File: src/ict_pkg.sv
// instruction cycle timing: shared constants, types and timing lookup
// assumes one 50 MHz core clock; all counts are in core clocks
package ict_pkg;

    // ------------------------------------------------------------
    // clock and bus timing
    // ------------------------------------------------------------
    localparam int unsigned ICT_CLK_MHZ = 50;
    localparam int unsigned ICT_BUS_CLKS = 2;
    localparam int unsigned ICT_IACK_CLKS = 3;
    localparam logic [7:0] ICT_SAVE_CLKS = 8'h03;
    localparam logic [4:0] ICT_SAVE_FETCH = 5'h01;
    localparam logic [7:0] ICT_LONG_EXTRA = 8'h02;
    localparam logic [7:0] ICT_IMM_EXTRA = 8'h02;
    localparam logic [7:0] ICT_FAULT_MAX = 8'h3A;

    // ------------------------------------------------------------
    // types
    // ------------------------------------------------------------
    typedef enum logic [4:0] {
        ICT_BIT_IMM_DN = 5'h00, ICT_BIT_REG_DN = 5'h01,
        ICT_BIT_IMM_MEM = 5'h02, ICT_BIT_REG_MEM = 5'h03,
        ICT_TST_IMM_DN = 5'h04, ICT_TST_REG_DN = 5'h05,
        ICT_TST_IMM_MEM = 5'h06, ICT_TST_REG_MEM = 5'h07,
        ICT_DBR_TAKEN = 5'h08, ICT_DBR_LOOP = 5'h09,
        ICT_PBC = 5'h0A, ICT_FLINE1 = 5'h0B,
        ICT_FLINE2_REG = 5'h0C, ICT_FLINE2_MEM = 5'h0D,
        ICT_IRQ = 5'h0E, ICT_FAULT_INSTR = 5'h0F,
        ICT_XRET_FAULT_INSTR = 5'h10, ICT_XRET_FAULT4 = 5'h11,
        ICT_XRET_FAULT6 = 5'h12
    } ict_op_t;

    typedef enum logic [1:0] {
        ICT_READ = 2'h0, ICT_FETCH = 2'h1, ICT_WRITE = 2'h2
    } ict_kind_t;

    typedef enum logic [1:0] {
        ICT_X_NONE = 2'h0, ICT_X_READ = 2'h1, ICT_X_WRITE = 2'h2
    } ict_xk_t;

    typedef struct packed {
        logic [7:0] total;
        logic [3:0] head;
        logic signed [3:0] tail;
        logic [4:0] r;
        logic [4:0] p;
        logic [4:0] w;
        ict_xk_t xk;
        logic save;
        logic iack;
        logic imm;
        logic rerun;
    } ict_tim_t;

    typedef struct packed {
        logic [4:0] f;
        logic [4:0] r;
        logic [4:0] w;
        logic [7:0] i;
        logic iack;
    } ict_cnt_t;

    // ------------------------------------------------------------
    // per-operation timing: total(reads/fetches/writes)
    // ------------------------------------------------------------
    function automatic ict_tim_t ict_mk(logic [7:0] t, logic [3:0] h,
        logic signed [3:0] tl, logic [4:0] r, logic [4:0] p,
        logic [4:0] w, ict_xk_t xk, logic [3:0] fl);
        ict_tim_t m;
        m = '{t, h, tl, r, p, w, xk, fl[3], fl[2], fl[1], fl[0]};
        return m;
    endfunction

    function automatic ict_tim_t ict_timing(ict_op_t op);
        ict_tim_t m;
        m = ict_mk(8'h02, 4'h0, 4'sh0, 5'h00, 5'h01, 5'h00,
            ICT_X_NONE, 4'h0);
        unique case (op)
            ICT_BIT_IMM_DN: m = ict_mk(8'h06, 4'h2, 4'sh0, 5'h00, 5'h02,
                5'h00, ICT_X_NONE, 4'h2);
            ICT_BIT_REG_DN: m = ict_mk(8'h06, 4'h4, 4'sh0, 5'h00, 5'h01,
                5'h00, ICT_X_NONE, 4'h0);
            ICT_BIT_IMM_MEM: m = ict_mk(8'h08, 4'h1, 4'sh2, 5'h00, 5'h02,
                5'h01, ICT_X_WRITE, 4'h2);
            ICT_BIT_REG_MEM: m = ict_mk(8'h08, 4'h2, 4'sh2, 5'h00, 5'h01,
                5'h01, ICT_X_WRITE, 4'h0);
            ICT_TST_IMM_DN: m = ict_mk(8'h04, 4'h2, 4'sh0, 5'h00, 5'h02,
                5'h00, ICT_X_NONE, 4'h2);
            ICT_TST_REG_DN: m = ict_mk(8'h04, 4'h2, 4'sh0, 5'h00, 5'h01,
                5'h00, ICT_X_NONE, 4'h0);
            ICT_TST_IMM_MEM: m = ict_mk(8'h04, 4'h1, 4'sh0, 5'h00, 5'h02,
                5'h00, ICT_X_NONE, 4'h2);
            ICT_TST_REG_MEM: m = ict_mk(8'h08, 4'h2, 4'sh0, 5'h00, 5'h01,
                5'h00, ICT_X_NONE, 4'h0);
            ICT_DBR_TAKEN: m = ict_mk(8'h0A, 4'h6, -4'sh2, 5'h00, 5'h02,
                5'h00, ICT_X_NONE, 4'h0);
            ICT_DBR_LOOP: m = ict_mk(8'h0A, 4'h6, 4'sh0, 5'h00, 5'h00,
                5'h00, ICT_X_NONE, 4'h0);
            ICT_PBC: m = ict_mk(8'h12, 4'h2, 4'sh0, 5'h01, 5'h00,
                5'h00, ICT_X_READ, 4'h8);
            ICT_FLINE1: m = ict_mk(8'h19, 4'h0, -4'sh2, 5'h02, 5'h02,
                5'h04, ICT_X_NONE, 4'h0);
            ICT_FLINE2_REG: m = ict_mk(8'h1F, 4'h1, -4'sh2, 5'h02, 5'h03,
                5'h04, ICT_X_NONE, 4'h0);
            ICT_FLINE2_MEM: m = ict_mk(8'h1D, 4'h4, -4'sh2, 5'h02, 5'h02,
                5'h04, ICT_X_NONE, 4'h8);
            ICT_IRQ: m = ict_mk(8'h1E, 4'h0, -4'sh2, 5'h03, 5'h02,
                5'h04, ICT_X_NONE, 4'h4);
            ICT_FAULT_INSTR: m = ict_mk(8'h3A, 4'h0, -4'sh2, 5'h02, 5'h02,
                5'h0C, ICT_X_NONE, 4'h0);
            ICT_XRET_FAULT_INSTR: m = ict_mk(8'h32, 4'h1, -4'sh2, 5'h0C,
                5'h0C, 5'h00, ICT_X_NONE, 4'h1);
            ICT_XRET_FAULT4: m = ict_mk(8'h42, 4'h1, -4'sh2, 5'h0A, 5'h02,
                5'h04, ICT_X_NONE, 4'h0);
            ICT_XRET_FAULT6: m = ict_mk(8'h46, 4'h1, -4'sh2, 5'h0C, 5'h02,
                5'h06, ICT_X_NONE, 4'h0);
            default: m = ict_mk(8'h02, 4'h0, 4'sh0, 5'h00, 5'h01, 5'h00,
                ICT_X_NONE, 4'h0);
        endcase
        return m;
    endfunction

    // bus cycle and idle-clock counts of the operation phase
    function automatic ict_cnt_t ict_load(ict_tim_t m, logic lng,
        logic fwr, logic [7:0] credit);
        ict_cnt_t c;
        logic [7:0] tot;
        logic [7:0] bus;
        c.f = m.p + {4'h0, m.imm};
        c.r = m.r + {4'h0, lng && m.xk == ICT_X_READ};
        c.w = m.w + {4'h0, lng && m.xk == ICT_X_WRITE}
            + {4'h0, m.rerun && fwr};
        c.iack = m.iack;
        tot = m.total;
        if (lng && m.xk != ICT_X_NONE)
            tot = tot + ICT_LONG_EXTRA;
        if (m.imm)
            tot = tot + ICT_IMM_EXTRA;
        bus = {2'h0, c.f + c.r + c.w, 1'b0} + {7'h00, c.iack};
        c.i = (tot > bus) ? tot - bus : 8'h00;
        c.i = (c.i > credit) ? c.i - credit : 8'h00;
        return c;
    endfunction

endpackage

File: src/ict_bus_slot.sv
// instruction cycle timing: one bus cycle slot
// assumes bus_ack is synchronous; an ack in the last minimum clock
// ends the cycle, a missing ack stretches it (wait state)
`timescale 1ns/1ps
`default_nettype none

module ict_bus_slot
    import ict_pkg::*;
#(
    parameter int unsigned IACK_W = ICT_IACK_CLKS
) (
    input wire logic core_clk,
    input wire logic reset,
    input wire logic start,
    input wire logic start_iack,
    input wire ict_kind_t start_kind,
    input wire logic bus_ack,
    output logic busy,
    output logic done,
    output logic stall,
    output ict_kind_t bus_kind,
    output logic bus_iack
);

    if (IACK_W < 2 || IACK_W > 4) begin : g_iack_chk
        $error("ict_bus_slot: IACK_W out of range");
    end

    logic busy_q, busy_d;
    logic [1:0] cnt_q, cnt_d;
    ict_kind_t kind_q, kind_d;
    logic iack_q, iack_d;
    logic [1:0] need;

    // a plain cycle ends on its second clock, iack on its third
    assign need = iack_q ? 2'(IACK_W - 1) : 2'(ICT_BUS_CLKS - 1);
    assign done = busy_q && cnt_q == need && bus_ack;
    assign stall = busy_q && cnt_q == need && !bus_ack;
    assign busy = busy_q;
    assign bus_kind = kind_q;
    assign bus_iack = iack_q;

    always_comb begin
        busy_d = busy_q;
        cnt_d = cnt_q;
        kind_d = kind_q;
        iack_d = iack_q;
        if (start) begin
            busy_d = 1'b1;
            cnt_d = 2'h0;
            kind_d = start_kind;
            iack_d = start_iack;
        end else if (done) begin
            busy_d = 1'b0;
            iack_d = 1'b0;
        end else if (busy_q && cnt_q != need) begin
            cnt_d = cnt_q + 2'h1;
        end
    end

    always_ff @(posedge core_clk or posedge reset) begin
        if (reset) begin
            busy_q <= 1'b0;
            cnt_q <= 2'h0;
            kind_q <= ICT_READ;
            iack_q <= 1'b0;
        end else begin
            busy_q <= busy_d;
            cnt_q <= cnt_d;
            kind_q <= kind_d;
            iack_q <= iack_d;
        end
    end

endmodule

`default_nettype wire

File: src/ict_engine.sv
// instruction cycle timing engine: sequences the bus cycles and idle
// clocks of one operation at a time
// assumes operations arrive from the decoder while op_ready is high
`timescale 1ns/1ps
`default_nettype none

// Summary of operation
// - counts assume every operand read and write is a two-clock bus cycle.
// - reads, fetches and writes lie inside the operation's total clocks.
// - byte or word memory operand takes exactly one operand bus cycle.
// - long operand takes two bus cycles and two more clocks.
// - immediate bit-number forms spend one extra fetch beyond the count.
// - bounds check runs a three-clock one-fetch save step before address.
// - illegal coprocessor second word, memory address: save, address, op.
// - illegal coprocessor second word, register address: 31 clocks, 2/3/4.
// - illegal coprocessor first word: 25 clocks, 2/2/4.
// - interrupt takes 30 clocks with three-clock acknowledge, longer waits.
// - bus fault in an instruction ends within 58 clocks, 12 writes.
// - return from instruction fault frame reruns the write cycle that faulted.
// - return with fault on four-word frame: 66 clocks, 10/2/4.
// - return with fault on six-word frame: 70 clocks, 12/2/6.
module ict_engine
    import ict_pkg::*;
(
    input wire logic core_clk,
    input wire logic reset,
    input wire logic op_start,
    input wire ict_op_t op_code,
    input wire logic op_long,
    input wire logic fault_was_write,
    input wire logic [7:0] ea_clks,
    input wire logic bus_ack,
    output logic op_ready,
    output logic op_done,
    output logic bus_start,
    output logic bus_active,
    output ict_kind_t bus_kind,
    output logic bus_iack,
    output logic [7:0] clk_count,
    output logic [4:0] rd_count,
    output logic [4:0] fetch_count,
    output logic [4:0] wr_count
);

    // ------------------------------------------------------------
    // state
    // ------------------------------------------------------------
    typedef enum logic [3:0] {
        S_IDLE = 4'b0001, S_SAVE = 4'b0010,
        S_EA = 4'b0100, S_OPER = 4'b1000
    } ict_state_t;

    ict_state_t state_q, state_d;
    ict_op_t op_q, op_d;
    ict_tim_t tim_q, tim_d, tim_in;
    logic long_q, long_d, fwr_q, fwr_d, done_q, done_d;
    logic stall_q, stall_d;
    logic signed [3:0] ptail_q, ptail_d;
    logic [4:0] cf_q, cf_d, cr_q, cr_d, cw_q, cw_d;
    logic [7:0] ci_q, ci_d, clk_q, clk_d, exp_q, exp_d, credit;
    logic iack_q, iack_d;
    logic [4:0] nr_q, nr_d, nf_q, nf_d, nw_q, nw_d;
    logic start, start_iack, slot_busy, slot_done, slot_stall, free;
    logic finish;
    ict_kind_t start_kind;
    ict_cnt_t oc;

    assign tim_in = ict_timing(op_code);
    assign free = !slot_busy || slot_done;
    assign op_ready = state_q == S_IDLE;
    assign op_done = done_q;
    assign bus_start = start;
    assign clk_count = clk_q;
    assign rd_count = nr_q;
    assign fetch_count = nf_q;
    assign wr_count = nw_q;

    // overlap credit against the previous operation's tail
    always_comb begin
        if (ptail_q < 0)
            credit = 8'(-ptail_q);
        else if ($unsigned(ptail_q) < tim_q.head)
            credit = {4'h0, $unsigned(ptail_q)};
        else
            credit = {4'h0, tim_q.head};
    end

    assign oc = ict_load(tim_q, long_q, fwr_q, credit);

    // ------------------------------------------------------------
    // sequencer
    // ------------------------------------------------------------
    always_comb begin
        state_d = state_q;
        op_d = op_q;
        tim_d = tim_q;
        long_d = long_q;
        fwr_d = fwr_q;
        ptail_d = ptail_q;
        cf_d = cf_q;
        cr_d = cr_q;
        cw_d = cw_q;
        ci_d = ci_q;
        iack_d = iack_q;
        clk_d = clk_q;
        exp_d = exp_q;
        stall_d = stall_q || slot_stall;
        nr_d = nr_q;
        nf_d = nf_q;
        nw_d = nw_q;
        done_d = 1'b0;
        start = 1'b0;
        start_iack = 1'b0;
        start_kind = ICT_READ;
        finish = 1'b0;
        unique case (state_q)
            S_IDLE: begin
                if (op_start) begin
                    op_d = op_code;
                    tim_d = tim_in;
                    long_d = op_long;
                    fwr_d = fault_was_write;
                    clk_d = 8'h00;
                    stall_d = 1'b0;
                    nr_d = 5'h00;
                    nf_d = 5'h00;
                    nw_d = 5'h00;
                    cr_d = 5'h00;
                    cw_d = 5'h00;
                    iack_d = 1'b0;
                    if (tim_in.save) begin
                        state_d = S_SAVE;
                        cf_d = ICT_SAVE_FETCH;
                        ci_d = ICT_SAVE_CLKS - 8'h02;
                        exp_d = ICT_SAVE_CLKS;
                    end else begin
                        state_d = S_OPER;
                        cf_d = 5'h00;
                        ci_d = 8'h00;
                        exp_d = 8'h00;
                    end
                end
            end
            S_SAVE, S_EA, S_OPER: begin
                if (free) begin
                    if (cf_q != 5'h00) begin
                        start = 1'b1;
                        start_kind = ICT_FETCH;
                        cf_d = cf_q - 5'h01;
                        nf_d = nf_q + 5'h01;
                    end else if (cr_q != 5'h00) begin
                        start = 1'b1;
                        start_iack = iack_q;
                        iack_d = 1'b0;
                        cr_d = cr_q - 5'h01;
                        nr_d = nr_q + 5'h01;
                    end else if (cw_q != 5'h00) begin
                        start = 1'b1;
                        start_kind = ICT_WRITE;
                        cw_d = cw_q - 5'h01;
                        nw_d = nw_q + 5'h01;
                    end else if (ci_q != 8'h00) begin
                        ci_d = ci_q - 8'h01;
                    end else begin
                        finish = 1'b1;
                    end
                end
                if (!finish)
                    clk_d = clk_q + 8'h01;
                if (finish && state_q == S_SAVE) begin
                    state_d = S_EA;
                    ci_d = ea_clks;
                    exp_d = exp_q + ea_clks;
                end else if (finish && state_q == S_EA) begin
                    state_d = S_OPER;
                end
                // save operations load their counts only once the address phase ends
                if (finish && state_q == S_EA) begin
                    cf_d = oc.f;
                    cr_d = oc.r;
                    cw_d = oc.w;
                    iack_d = oc.iack;
                    ci_d = oc.i;
                    exp_d = exp_q + {2'h0, oc.f + oc.r + oc.w, 1'b0}
                        + {7'h00, oc.iack} + oc.i;
                end
                if (finish && state_q == S_OPER) begin
                    state_d = S_IDLE;
                    done_d = 1'b1;
                    ptail_d = tim_q.tail;
                end
            end
            default: state_d = S_IDLE;
        endcase
    end

    // non-save operations load their counts on the first busy cycle
    logic first_q, first_d;
    always_comb begin
        first_d = state_q == S_IDLE && op_start && !tim_in.save;
    end

    // ------------------------------------------------------------
    // registers
    // ------------------------------------------------------------
    always_ff @(posedge core_clk or posedge reset) begin
        if (reset) begin
            state_q <= S_IDLE;
            op_q <= ICT_BIT_REG_DN;
            tim_q <= '0;
            long_q <= 1'b0;
            fwr_q <= 1'b0;
            ptail_q <= 4'sh0;
            cf_q <= 5'h00;
            cr_q <= 5'h00;
            cw_q <= 5'h00;
            ci_q <= 8'h00;
            iack_q <= 1'b0;
            clk_q <= 8'h00;
            exp_q <= 8'h00;
            stall_q <= 1'b0;
            nr_q <= 5'h00;
            nf_q <= 5'h00;
            nw_q <= 5'h00;
            done_q <= 1'b0;
            first_q <= 1'b0;
        end else if (first_q) begin
            cf_q <= oc.f;
            cr_q <= oc.r;
            cw_q <= oc.w;
            ci_q <= oc.i - 8'(oc.i != 8'h00);
            iack_q <= oc.iack;
            exp_q <= {2'h0, oc.f + oc.r + oc.w, 1'b0} + {7'h00, oc.iack}
                + oc.i;
            first_q <= 1'b0;
            // load clock hides in an idle clock; with none it is overhead
            clk_q <= {7'h00, oc.i != 8'h00};
        end else begin
            state_q <= state_d;
            op_q <= op_d;
            tim_q <= tim_d;
            long_q <= long_d;
            fwr_q <= fwr_d;
            ptail_q <= ptail_d;
            cf_q <= cf_d;
            cr_q <= cr_d;
            cw_q <= cw_d;
            ci_q <= ci_d;
            iack_q <= iack_d;
            clk_q <= clk_d;
            exp_q <= exp_d;
            stall_q <= stall_d;
            nr_q <= nr_d;
            nf_q <= nf_d;
            nw_q <= nw_d;
            done_q <= done_d;
            first_q <= first_d;
        end
    end

    ict_bus_slot u_slot (
        .core_clk(core_clk),
        .reset(reset),
        .start(start),
        .start_iack(start_iack),
        .start_kind(start_kind),
        .bus_ack(bus_ack),
        .busy(slot_busy),
        .done(slot_done),
        .stall(slot_stall),
        .bus_kind(bus_kind),
        .bus_iack(bus_iack)
    );
    assign bus_active = slot_busy;

    // ------------------------------------------------------------
    // assertions
    // ------------------------------------------------------------
    property p_two_clk;
        @(posedge core_clk) disable iff (reset)
        (start && !start_iack) |=> !slot_stall ##1 (!bus_ack || slot_done);
    endproperty
    a_two_clk: assert property (p_two_clk)
        else $error("plain bus cycle not ended on its second clock");

    property p_total;
        @(posedge core_clk) disable iff (reset)
        (done_q && !stall_q) |-> clk_q == exp_q;
    endproperty
    a_total: assert property (p_total)
        else $error("operation clocks differ from expected total");

    property p_short_op;
        @(posedge core_clk) disable iff (reset)
        (done_q && op_q == ICT_PBC && !long_q) |-> nr_q == 5'h01;
    endproperty
    a_short_op: assert property (p_short_op)
        else $error("short operand not one bus cycle");

    property p_long_op;
        @(posedge core_clk) disable iff (reset)
        (done_q && op_q == ICT_BIT_REG_MEM && long_q) |-> nw_q == 5'h02;
    endproperty
    a_long_op: assert property (p_long_op)
        else $error("long operand not two bus cycles");

    property p_imm_fetch;
        @(posedge core_clk) disable iff (reset)
        (done_q && op_q == ICT_BIT_IMM_DN) |-> nf_q == 5'h03;
    endproperty
    a_imm_fetch: assert property (p_imm_fetch)
        else $error("immediate bit number fetch missing");

    property p_save_fetch;
        @(posedge core_clk) disable iff (reset)
        (state_q == S_SAVE && $past(state_q) == S_IDLE) |->
            start && start_kind == ICT_FETCH;
    endproperty
    a_save_fetch: assert property (p_save_fetch)
        else $error("save step does not open with a fetch");

    property p_iack;
        @(posedge core_clk) disable iff (reset)
        start_iack |=> !slot_stall ##1 !slot_stall ##1
            (!bus_ack || slot_done);
    endproperty
    a_iack: assert property (p_iack)
        else $error("acknowledge cycle not three clocks");

    property p_fault_max;
        @(posedge core_clk) disable iff (reset)
        (done_q && op_q == ICT_FAULT_INSTR && !stall_q) |->
            clk_q <= ICT_FAULT_MAX && nw_q == 5'h0C;
    endproperty
    a_fault_max: assert property (p_fault_max)
        else $error("bus fault processing too long");

    property p_rerun;
        @(posedge core_clk) disable iff (reset)
        (done_q && op_q == ICT_XRET_FAULT_INSTR) |-> nw_q == {4'h0, fwr_q};
    endproperty
    a_rerun: assert property (p_rerun)
        else $error("faulted write not rerun");

    property p_loop;
        @(posedge core_clk) disable iff (reset)
        (state_q != S_IDLE && op_q == ICT_DBR_LOOP) |->
            !(start && start_kind == ICT_FETCH);
    endproperty
    a_loop: assert property (p_loop)
        else $error("loop mode fetched");

    c_irq: cover property (@(posedge core_clk) done_q && op_q == ICT_IRQ);
    c_save: cover property (@(posedge core_clk)
        done_q && op_q == ICT_FLINE2_MEM);
    c_rerun: cover property (@(posedge core_clk)
        done_q && op_q == ICT_XRET_FAULT_INSTR && fwr_q);

endmodule

`default_nettype wire

File: config.mk
export PLATFORM = sky130hd
export DESIGN_NAME = ict_engine
export DESIGN_NICKNAME = d
export VERILOG_FILES = /design/src/ict_pkg.sv /design/src/ict_bus_slot.sv /design/src/ict_engine.sv
export SDC_FILE = /design/constraint.sdc
export NUM_CORES = 1
export LEC_CHECK = 0
export BUFFER_PORTS_ARGS = -buffer_cell sky130_fd_sc_hd__buf_2
export CAP_MARGIN = 5
export CORE_MARGIN = 4
export CORE_UTILIZATION = 55
export DETAILED_ROUTE_END_ITERATION = 10
export HOLD_SLACK_MARGIN = 0.03
export PLACE_DENSITY = 0.8
export REMOVE_ABC_BUFFERS = 1
export SYNTH_ARGS = -nofsm -noshare
export SYNTH_HDL_FRONTEND = slang
export SYNTH_HIERARCHICAL = 1
export SYNTH_SLANG_ARGS = --single-unit
export TNS_END_PERCENT = 1
File: constraint.sdc
create_clock -name core_clk -period 9.7 [get_ports core_clk]
set_input_delay 0.485 -clock core_clk [delete_from_list [all_inputs] [get_ports core_clk]]
set_output_delay 0.485 -clock core_clk [all_outputs]
set_load 0.01 [all_outputs]
==> results of run 1 <==
## metal layers
metal | global-route usage | part of all wire
met5 | 0 | 0
met4 | 0.0718 | 0.021
met3 | 0.0428 | 0.055
met2 | 0.397 | 0.48
met1 | 0.313 | 0.44
## state kept, by name, indices dropped and copies added, names as in the netlist
name             flops
tim_q               25
ci_q                 8
clk_count            8
cf_q                 5
cr_q                 5
cw_q                 5
fetch_count          5
rd_count             5
wr_count             5
state_q              4
ptail_q              2
u_slot/bus_kind      2
u_slot/cnt_q         2
first_q              1
fwr_q                1
iack_q               1
long_q               1
oc                   1
op_done              1
u_slot/bus_iack      1
u_slot/busy          1
## path summary, 6_finish.rpt
kind / endpoint / slack [ns] / depth (start not counted)
setup / recovery: ci_q[6] / 2.19 / 28
hold / removal: u_slot/busy / 0.07 / 2
setup reg to reg: ci_q[6] / 2.19 / 28
hold reg to reg: fwr_q / 0.48 / 2
max in group asynchronous: first_q / 8.52 / 3
min in group core_clk: fwr_q / 0.33 / 3
## per-stage QoR
step / hold slack, ns / area [sq um] / setup WS [ns]
finish: 0.0670 / 7270 / 2.19
detailed placement: 0.433 / 6970 / 2.28
floorplan: 0.276 / 6510 / 2.99
global placement: 0.416 / 6970 / 2.57
CTS: 0.0669 / 7270 / 2.26
global route: 0.0880 / 7270 / 1.77
## cell type report
| type | count | area, sq um |
|---|---|---|
| tap | 143 | 179 |
| inverter | 47 | 178 |
| clock inverter | 7 | 72.6 |
| timing repair buffer | 54 | 285 |
| multi-input combinational | 619 | 4100 |
| clock buffer | 9 | 225 |
| fill | 998 | 4340 |
| sequential | 89 | 2230 |
## worst max-delay path, delay by kind of cell (launching register included)
family          cells  cell delay, ns
fa+ha+maj           9            3.05
compound gates     11            2.58
simple gates        6            1.02
flops               1            0.41
xor+xnor            1            0.27
buf+inv             1            0.05
==> results.yml, run 1 <==
route:
  viasPerCell: 6.21
  wirelength_mm: 16.8
  wl_per_cell_um: 17.3
  drc: 0
  drt_iter0_markers: 444
  route.vias.total: 6009
  dr.pass1.iters: 5
  ant_nets: 0
clock_tree:
  cts.hold.buffers_added: 0
  root_buffer: "clkbuf_16"
  cts_buffers: 9
  clock_latency_ns: 0.35
  clk_pin_slew_ns: 0.07
  cts_sinks: 89
  cts_buffer_depth: 2
  cts_setup_buffers: 0
  tritoncts: "yes"
  cts_resized: 0
  h-tree-depth: 3
placed_design:
  routabilityCongestion: 0.931
  placedCellCount: 952
  place_hpwl_mm: 12.4
  port-buffer-count: 48
sta:
  maxSlewViolCount: 0
  max_slew.worst_pin.slew_ns: 1.07
  hold_viol_final: 0
  clock_skew_ns: 0.0119
  setup_viol: 0
  fmax_mhz: 133
  setup-tns-final_ns: 0
  fin_crit_sh: 0.774
  rsz0062_at_grt: "no"
  slew_headroom: 0.283
  fin_crit_ns: 7.51
logic_synthesis:
  syn_inst: 783
  synth_area_sq_mm: 0.00663
  ys_warn_count: 6
  syn_area_per_cell_sq_um: 8.46
job:
  maxCapViolations: 0
critical_path:
  end_kind: "register"
  cp-start-kind: "register"
  critPathArrivalTime_ns: 7.73
  cp_max_fo: 6
  crit_required_ns: 9.92
  cpMostUsedCell: "ha_1"
  r2r-start: "tim_q[13]"
  crit_path_top_delay_cell: "o311ai_0"
  critical_path_class: "register to register"
  slowest_delay_ns: 0.69
  setup.worst_path.start: "tim_q[13]"
global_routing:
  overflow: 0
  grtUsageTotal: 0.237
  antenna_found_initial: 0
  grt_max_degree: 84
  grt_pass1_vias: 5783
  grt_pass1_wl_mm: 27.6
min_path:
  hp-class: "primary input to asynchronous set/reset pin"
layout:
  nNetsFinal: 888
  layout_common_cells: "nand2_1 (93), dfrtp_1 (88), nor2_1 (72)"
  area_growth_pct: 9.72
  final_util: 0.626
  drive_gt1_frac: 0.121
  final_cells: 968
  final_common_cell: "nand2_1"
  diodes: 0
die:
  dieArea_sq_mm: 0.0139
  die_h_um: 118
  fp-row-count: 39
  coreArea_sq_mm: 0.0116
  io_pins: 49
  start_util: 0.571
  fp.dieW_um: 118
outcome:
  status: "finished clean"
Power of run 1 is left out: the tool's default activity adds up to more than one toggle a clock period on the data nets, which glitch-free logic cannot reach.
==> run 2, diff against run 1 <==
--- a/config.mk
+++ b/config.mk
@@ -5,6 +5,7 @@
 export SDC_FILE = /design/constraint.sdc
 export NUM_CORES = 1
 export LEC_CHECK = 0
+export ABC_AREA = 1
 export BUFFER_PORTS_ARGS = -buffer_cell sky130_fd_sc_hd__buf_2
 export CAP_MARGIN = 5
 export CORE_MARGIN = 4
==> constraint.sdc (replaced) <==
create_clock -name core_clk -period 7.8 [get_ports core_clk]
set_input_delay 0.39 -clock core_clk [delete_from_list [all_inputs] [get_ports core_clk]]
set_output_delay 0.39 -clock core_clk [all_outputs]
set_load 0.01 [all_outputs]
==> run 2 against run 1 <==
  * Critical path type unchanged
  * Area after synthesis up 0.26%
  * Sequential share of layout area decreased by 0.24 points
  * Final cell count up 16%
  * Design area is 0.79% higher
  * Utilization up 0.50 points
  * Flip-flop and latch count unchanged
  * Highest routed layer unchanged
  * Via count rose by 1.5%
==> results.yml, run 2 <==
layout:
  regArea_sq_mm: 0.00223
  area_growth_pct: 10.3
  fillCellCount: 1058
  nNetsFinal: 1042
  layout_common_cells: "nand2_1 (210), inv_1 (133), nor2_1 (96)"
  multi_input_area_sq_mm: 0.00379
  largest-register: "tim_q"
  diodes: 0
  drive_gt1_frac: 0.108
  final_common_cell: "nand2_1"
  fin_area_sq_mm: 0.00733
  largest_reg_flops: 25
critical_path:
  end_kind: "register"
  crit_required_ns: 8.09
  critical_path_class: "register to register"
  slowest_delay_ns: 0.49
  worstReg2RegEnd: "ci_q[6]"
  crit_path_top_delay_cell: "fa_1"
  r2r_slack_ns: 1.14
  reg2regPathDepth: 38
  cpMostUsedCell: "nand2_1"
  cp_max_fo: 6
  critPathArrivalTime_ns: 6.96
  cp-start-kind: "register"
  r2r-start: "tim_q[6]"
route:
  drc: 0
  drt_iter0_markers: 425
  viasPerCell: 5.44
  wirelength_mm: 15.7
  route.vias.total: 6099
  dr.pass1.iters: 5
  ant_nets: 0
  wl_per_cell_um: 14.0
die:
  die_h_um: 118
  io_pins: 49
  fp.dieW_um: 118
  start_util: 0.572
  dieArea_sq_mm: 0.0139
  coreArea_sq_mm: 0.0116
  fp-row-count: 39
sta:
  clock_skew_ns: 0.0117
  setup_viol: 0
  fmax_mhz: 150
  setup-tns-final_ns: 0
  rsz0062_at_grt: "no"
  setup_ws_ns: 1.14
  hold_viol_final: 0
  fin_crit_sh: 0.854
  slew_headroom: 0.298
  maxSlewViolCount: 0
  max_slew.worst_pin.slew_ns: 1.05
  fin_crit_ns: 6.66
clock_tree:
  cts_buffer_depth: 2
  h-tree-depth: 3
  tritoncts: "yes"
  cts_resized: 0
  cts_sinks: 89
  root_buffer: "clkbuf_16"
  cts_buffers: 9
  clk_pin_slew_ns: 0.07
  clock_latency_ns: 0.35
placed_design:
  pre_cts_slack_ns: 1.24
  routabilityCongestion: 0.955
  port-buffer-count: 48
  place_area_sq_mm: 0.00700
  place_hpwl_mm: 11.8
outcome:
  status: "finished clean"
global_routing:
  grt_pass1_vias: 5756
  grt_pass1_wl_mm: 26.9
  overflow: 0
  antenna_found_initial: 0
  grtUsageTotal: 0.230
  grt_max_degree: 84
min_path:
  whs_endpoint: "fwr_q"
  hp-class: "primary input to register"
  hold_depth: 3
  min-delay-start: "fault_was_write"
logic_synthesis:
  synth_area_sq_mm: 0.00665
  syn_inst: 925
  ys_warn_count: 6
  syn_area_per_cell_sq_um: 7.18
job:
  maxCapViolations: 0
## run 2: changes by cell type in the layout (fill, tap and decap cells not counted), moves of 8 or more
cell      change
a22o_1        -9
nor2b_1      -10
nand3_1      +44
mux2_2       -11
inv_1        +88
o21ai_0      +13
inv_2         +8
o21ai_1       +8
a21o_1       -10
nor2_1       +24
nand4_1       -9
nand2_1     +117
nand2b_1     -19
## run 2: critical path, delay by kind of cell, from the launching register on
family / cells / cell delay (ns)
xor+xnor: 1 / 0.23
flops: 1 / 0.42
compound gates: 3 / 0.60
simple gates: 23 / 2.40
fa+ha+maj: 9 / 2.80
buf+inv: 2 / 0.15
## run 2: routing by layer
metal  part of all wire  GRT usage
met1               0.47      0.321
met2               0.46      0.370
met3              0.050     0.0394
met4              0.015     0.0652
met5                  0          0
## run 2: final cells by class
cell class / instances / area share
Clock buffer: 9 / 0.0307
Clock inverter: 6 / 0.0126
Inverter: 145 / 0.0744
Multi-Input combinational cell: 678 / 0.518
Sequential cell: 89 / 0.304
Tap cell: 143 / 0.0244
Timing Repair Buffer: 51 / 0.0362
## run 2: worst max path at each step
stage | from | endpoint | slack, ns | cells past startpoint
floorplan | tim_q[6] | ci_q[2] | 1.74 | 35
global placement | tim_q[6] | ci_q[6] | 1.42 | 37
detailed placement | tim_q[6] | ci_q[6] | 1.24 | 37
CTS | tim_q[6] | ci_q[6] | 1.17 | 38
global route | tim_q[6] | ci_q[6] | 0.48 | 38
finish | tim_q[6] | ci_q[6] | 1.14 | 38
## run 2: what timing repair did
action                    CTS  global route
hold endpoints to repair    6             0
buffers inserted            0             0
hold buffers                1             0
## run 2: per-stage QoR
stage | hold WS (ns) | std cells | util
after floorplan | 0.181 | 912 | -
after global placement | 0.341 | 1105 | 0.603
after detailed placement | 0.338 | 1105 | 0.603
after CTS | 0.252 | 1121 | 0.631
after global routing | 0.267 | 1121 | 0.631
final | 0.262 | 1121 | 0.631
Power of run 2 is left out for the same reason.
==> run 3, diff against run 2 <==
--- a/config.mk
+++ b/config.mk
@@ -5,7 +5,6 @@
 export SDC_FILE = /design/constraint.sdc
 export NUM_CORES = 1
 export LEC_CHECK = 0
-export ABC_AREA = 1
 export BUFFER_PORTS_ARGS = -buffer_cell sky130_fd_sc_hd__buf_2
 export CAP_MARGIN = 5
 export CORE_MARGIN = 4
==> run 3 against run 2 <==
  * Highest routed layer unchanged
  * Critical path depth down 10
  * Sequential share of layout area up 0.20 points
  * Largest cell class unchanged
  * Die area decreased by 0.25%
  * Utilization decreased by 0.41 points
  * Global-route usage increased by 0.71 points
  * Flip-flop and latch count stayed put
  * Final cell count decreased by 14%
==> results.yml, run 3 (synthesized netlist as in run 1, its figures left out) <==
route:
  drc: 0
  dr.pass1.iters: 6
  ant_nets: 0
  route.vias.total: 6016
  viasPerCell: 6.21
  drt_iter0_markers: 446
  wirelength_mm: 16.8
  wl_per_cell_um: 17.3
critical_path:
  worstReg2RegEnd: "ci_q[6]"
  crit_path_top_delay_cell: "fa_1"
  reg2regPathDepth: 28
  cp_max_fo: 6
  r2r-start: "tim_q[13]"
  crit_required_ns: 8.02
  critical_path_class: "register to register"
  critPathArrivalTime_ns: 7.51
  slowest_delay_ns: 0.52
  cp-start-kind: "register"
  cpMostUsedCell: "ha_1"
  end_kind: "register"
  r2r_slack_ns: 0.51
job:
  maxCapViolations: 0
clock_tree:
  cts_buffers: 9
  h-tree-depth: 3
  cts_sinks: 89
  clk_pin_slew_ns: 0.07
  cts_buffer_depth: 2
  cts_setup_buffers: 0
  clock_latency_ns: 0.35
  tritoncts: "yes"
  root_buffer: "clkbuf_16"
die:
  fp-row-count: 39
  fp.dieW_um: 118
  dieArea_sq_mm: 0.0139
  die_h_um: 118
  coreArea_sq_mm: 0.0116
  start_util: 0.571
  io_pins: 49
layout:
  layout_common_cells: "nand2_1 (93), dfrtp_1 (88), nor2_1 (72)"
  final_util: 0.627
  largest-register: "tim_q"
  drive_gt1_frac: 0.121
  fin_area_sq_mm: 0.00728
  nNetsFinal: 889
  diodes: 0
  area_growth_pct: 9.87
  largest_reg_flops: 25
  final_common_cell: "nand2_1"
placed_design:
  routabilityCongestion: 0.931
  place_hpwl_mm: 12.4
  port-buffer-count: 48
  place_area_sq_mm: 0.00697
sta:
  max_slew.worst_pin.slew_ns: 1.07
  slew_headroom: 0.285
  fin_crit_ns: 7.29
  rsz0062_at_grt: "no"
  setup_viol: 0
  holdWs_ns: 0.237
  setup-tns-final_ns: 0
  hold_viol_final: 0
  clock_skew_ns: 0.0104
  fmax_mhz: 137
  fin_crit_sh: 0.935
  maxSlewViolCount: 0
global_routing:
  grt_pass1_wl_mm: 27.7
  grt_pass1_vias: 5789
  antenna_found_initial: 0
  grtUsageTotal: 0.237
  overflow: 0
  grt_max_degree: 84
min_path:
  min-delay-start: "fault_was_write"
  hold_depth: 3
  hp-class: "primary input to register"
  whs_endpoint: "fwr_q"
outcome:
  status: "finished clean"
-- run 3: worst max path at each step --
stage	start	endpoint	slack [ns]	depth (start not counted)
6_report	tim_q[13]	ci_q[6]	0.51	28
5_1_grt	tim_q[13]	ci_q[6]	0.1	28
4_1_cts	tim_q[13]	ci_q[6]	0.36	28
3_5_place_dp	tim_q[13]	ci_q[6]	0.38	28
3_3_place_gp	tim_q[13]	ci_q[6]	0.67	28
2_1_floorplan	tim_q[13]	ci_q[6]	1.09	28
-- run 3: repair_timing --
item | 4_1_cts | 5_1_grt
endpoints found under the setup margin | 0 | 1
hold buffers | 1 | 0
resized for setup | 0 | 1
hold endpoints to repair | 6 | 0
-- run 3: stage by stage --
| step | worst slack, ns | cells |
|---|---|---|
| 2_1_floorplan | 1.09 | 755 |
| 4_1_cts | 0.362 | 969 |
| 3_3_place_gp | 0.673 | 952 |
| 5_1_grt | 0.0989 | 969 |
| 6_report | 0.509 | 969 |
| 3_5_place_dp | 0.376 | 952 |
-- run 3: routing by layer --
layer | GRT usage | vias up | wire length [um]
met2 | 0.399 | 198 | 8220
met5 | 0 | - | 0
li1 | - | 2856 | -
met3 | 0.0432 | 35 | 842
met4 | 0.0733 | 0 | 329
met1 | 0.313 | 2927 | 7380
-- run 3: layout make-up --
class / count / area [sq um]
Inverter: 47 / 178
Fill cell: 997 / 4330
Sequential cell: 89 / 2230
Timing Repair Buffer: 55 / 295
Tap cell: 143 / 179
Clock inverter: 7 / 72.6
Clock buffer: 9 / 225
Multi-Input combinational cell: 619 / 4100
-- run 3: worst max-delay path: cells and delay by family, from the launching register on --
kind | cells | cell delay, ns
fa+ha+maj | 9 | 3.05
buf+inv | 1 | 0.05
xor+xnor | 1 | 0.27
compound gates | 11 | 2.35
simple gates | 6 | 1.02
flops | 1 | 0.41
Power of run 3 is left out for the same reason.
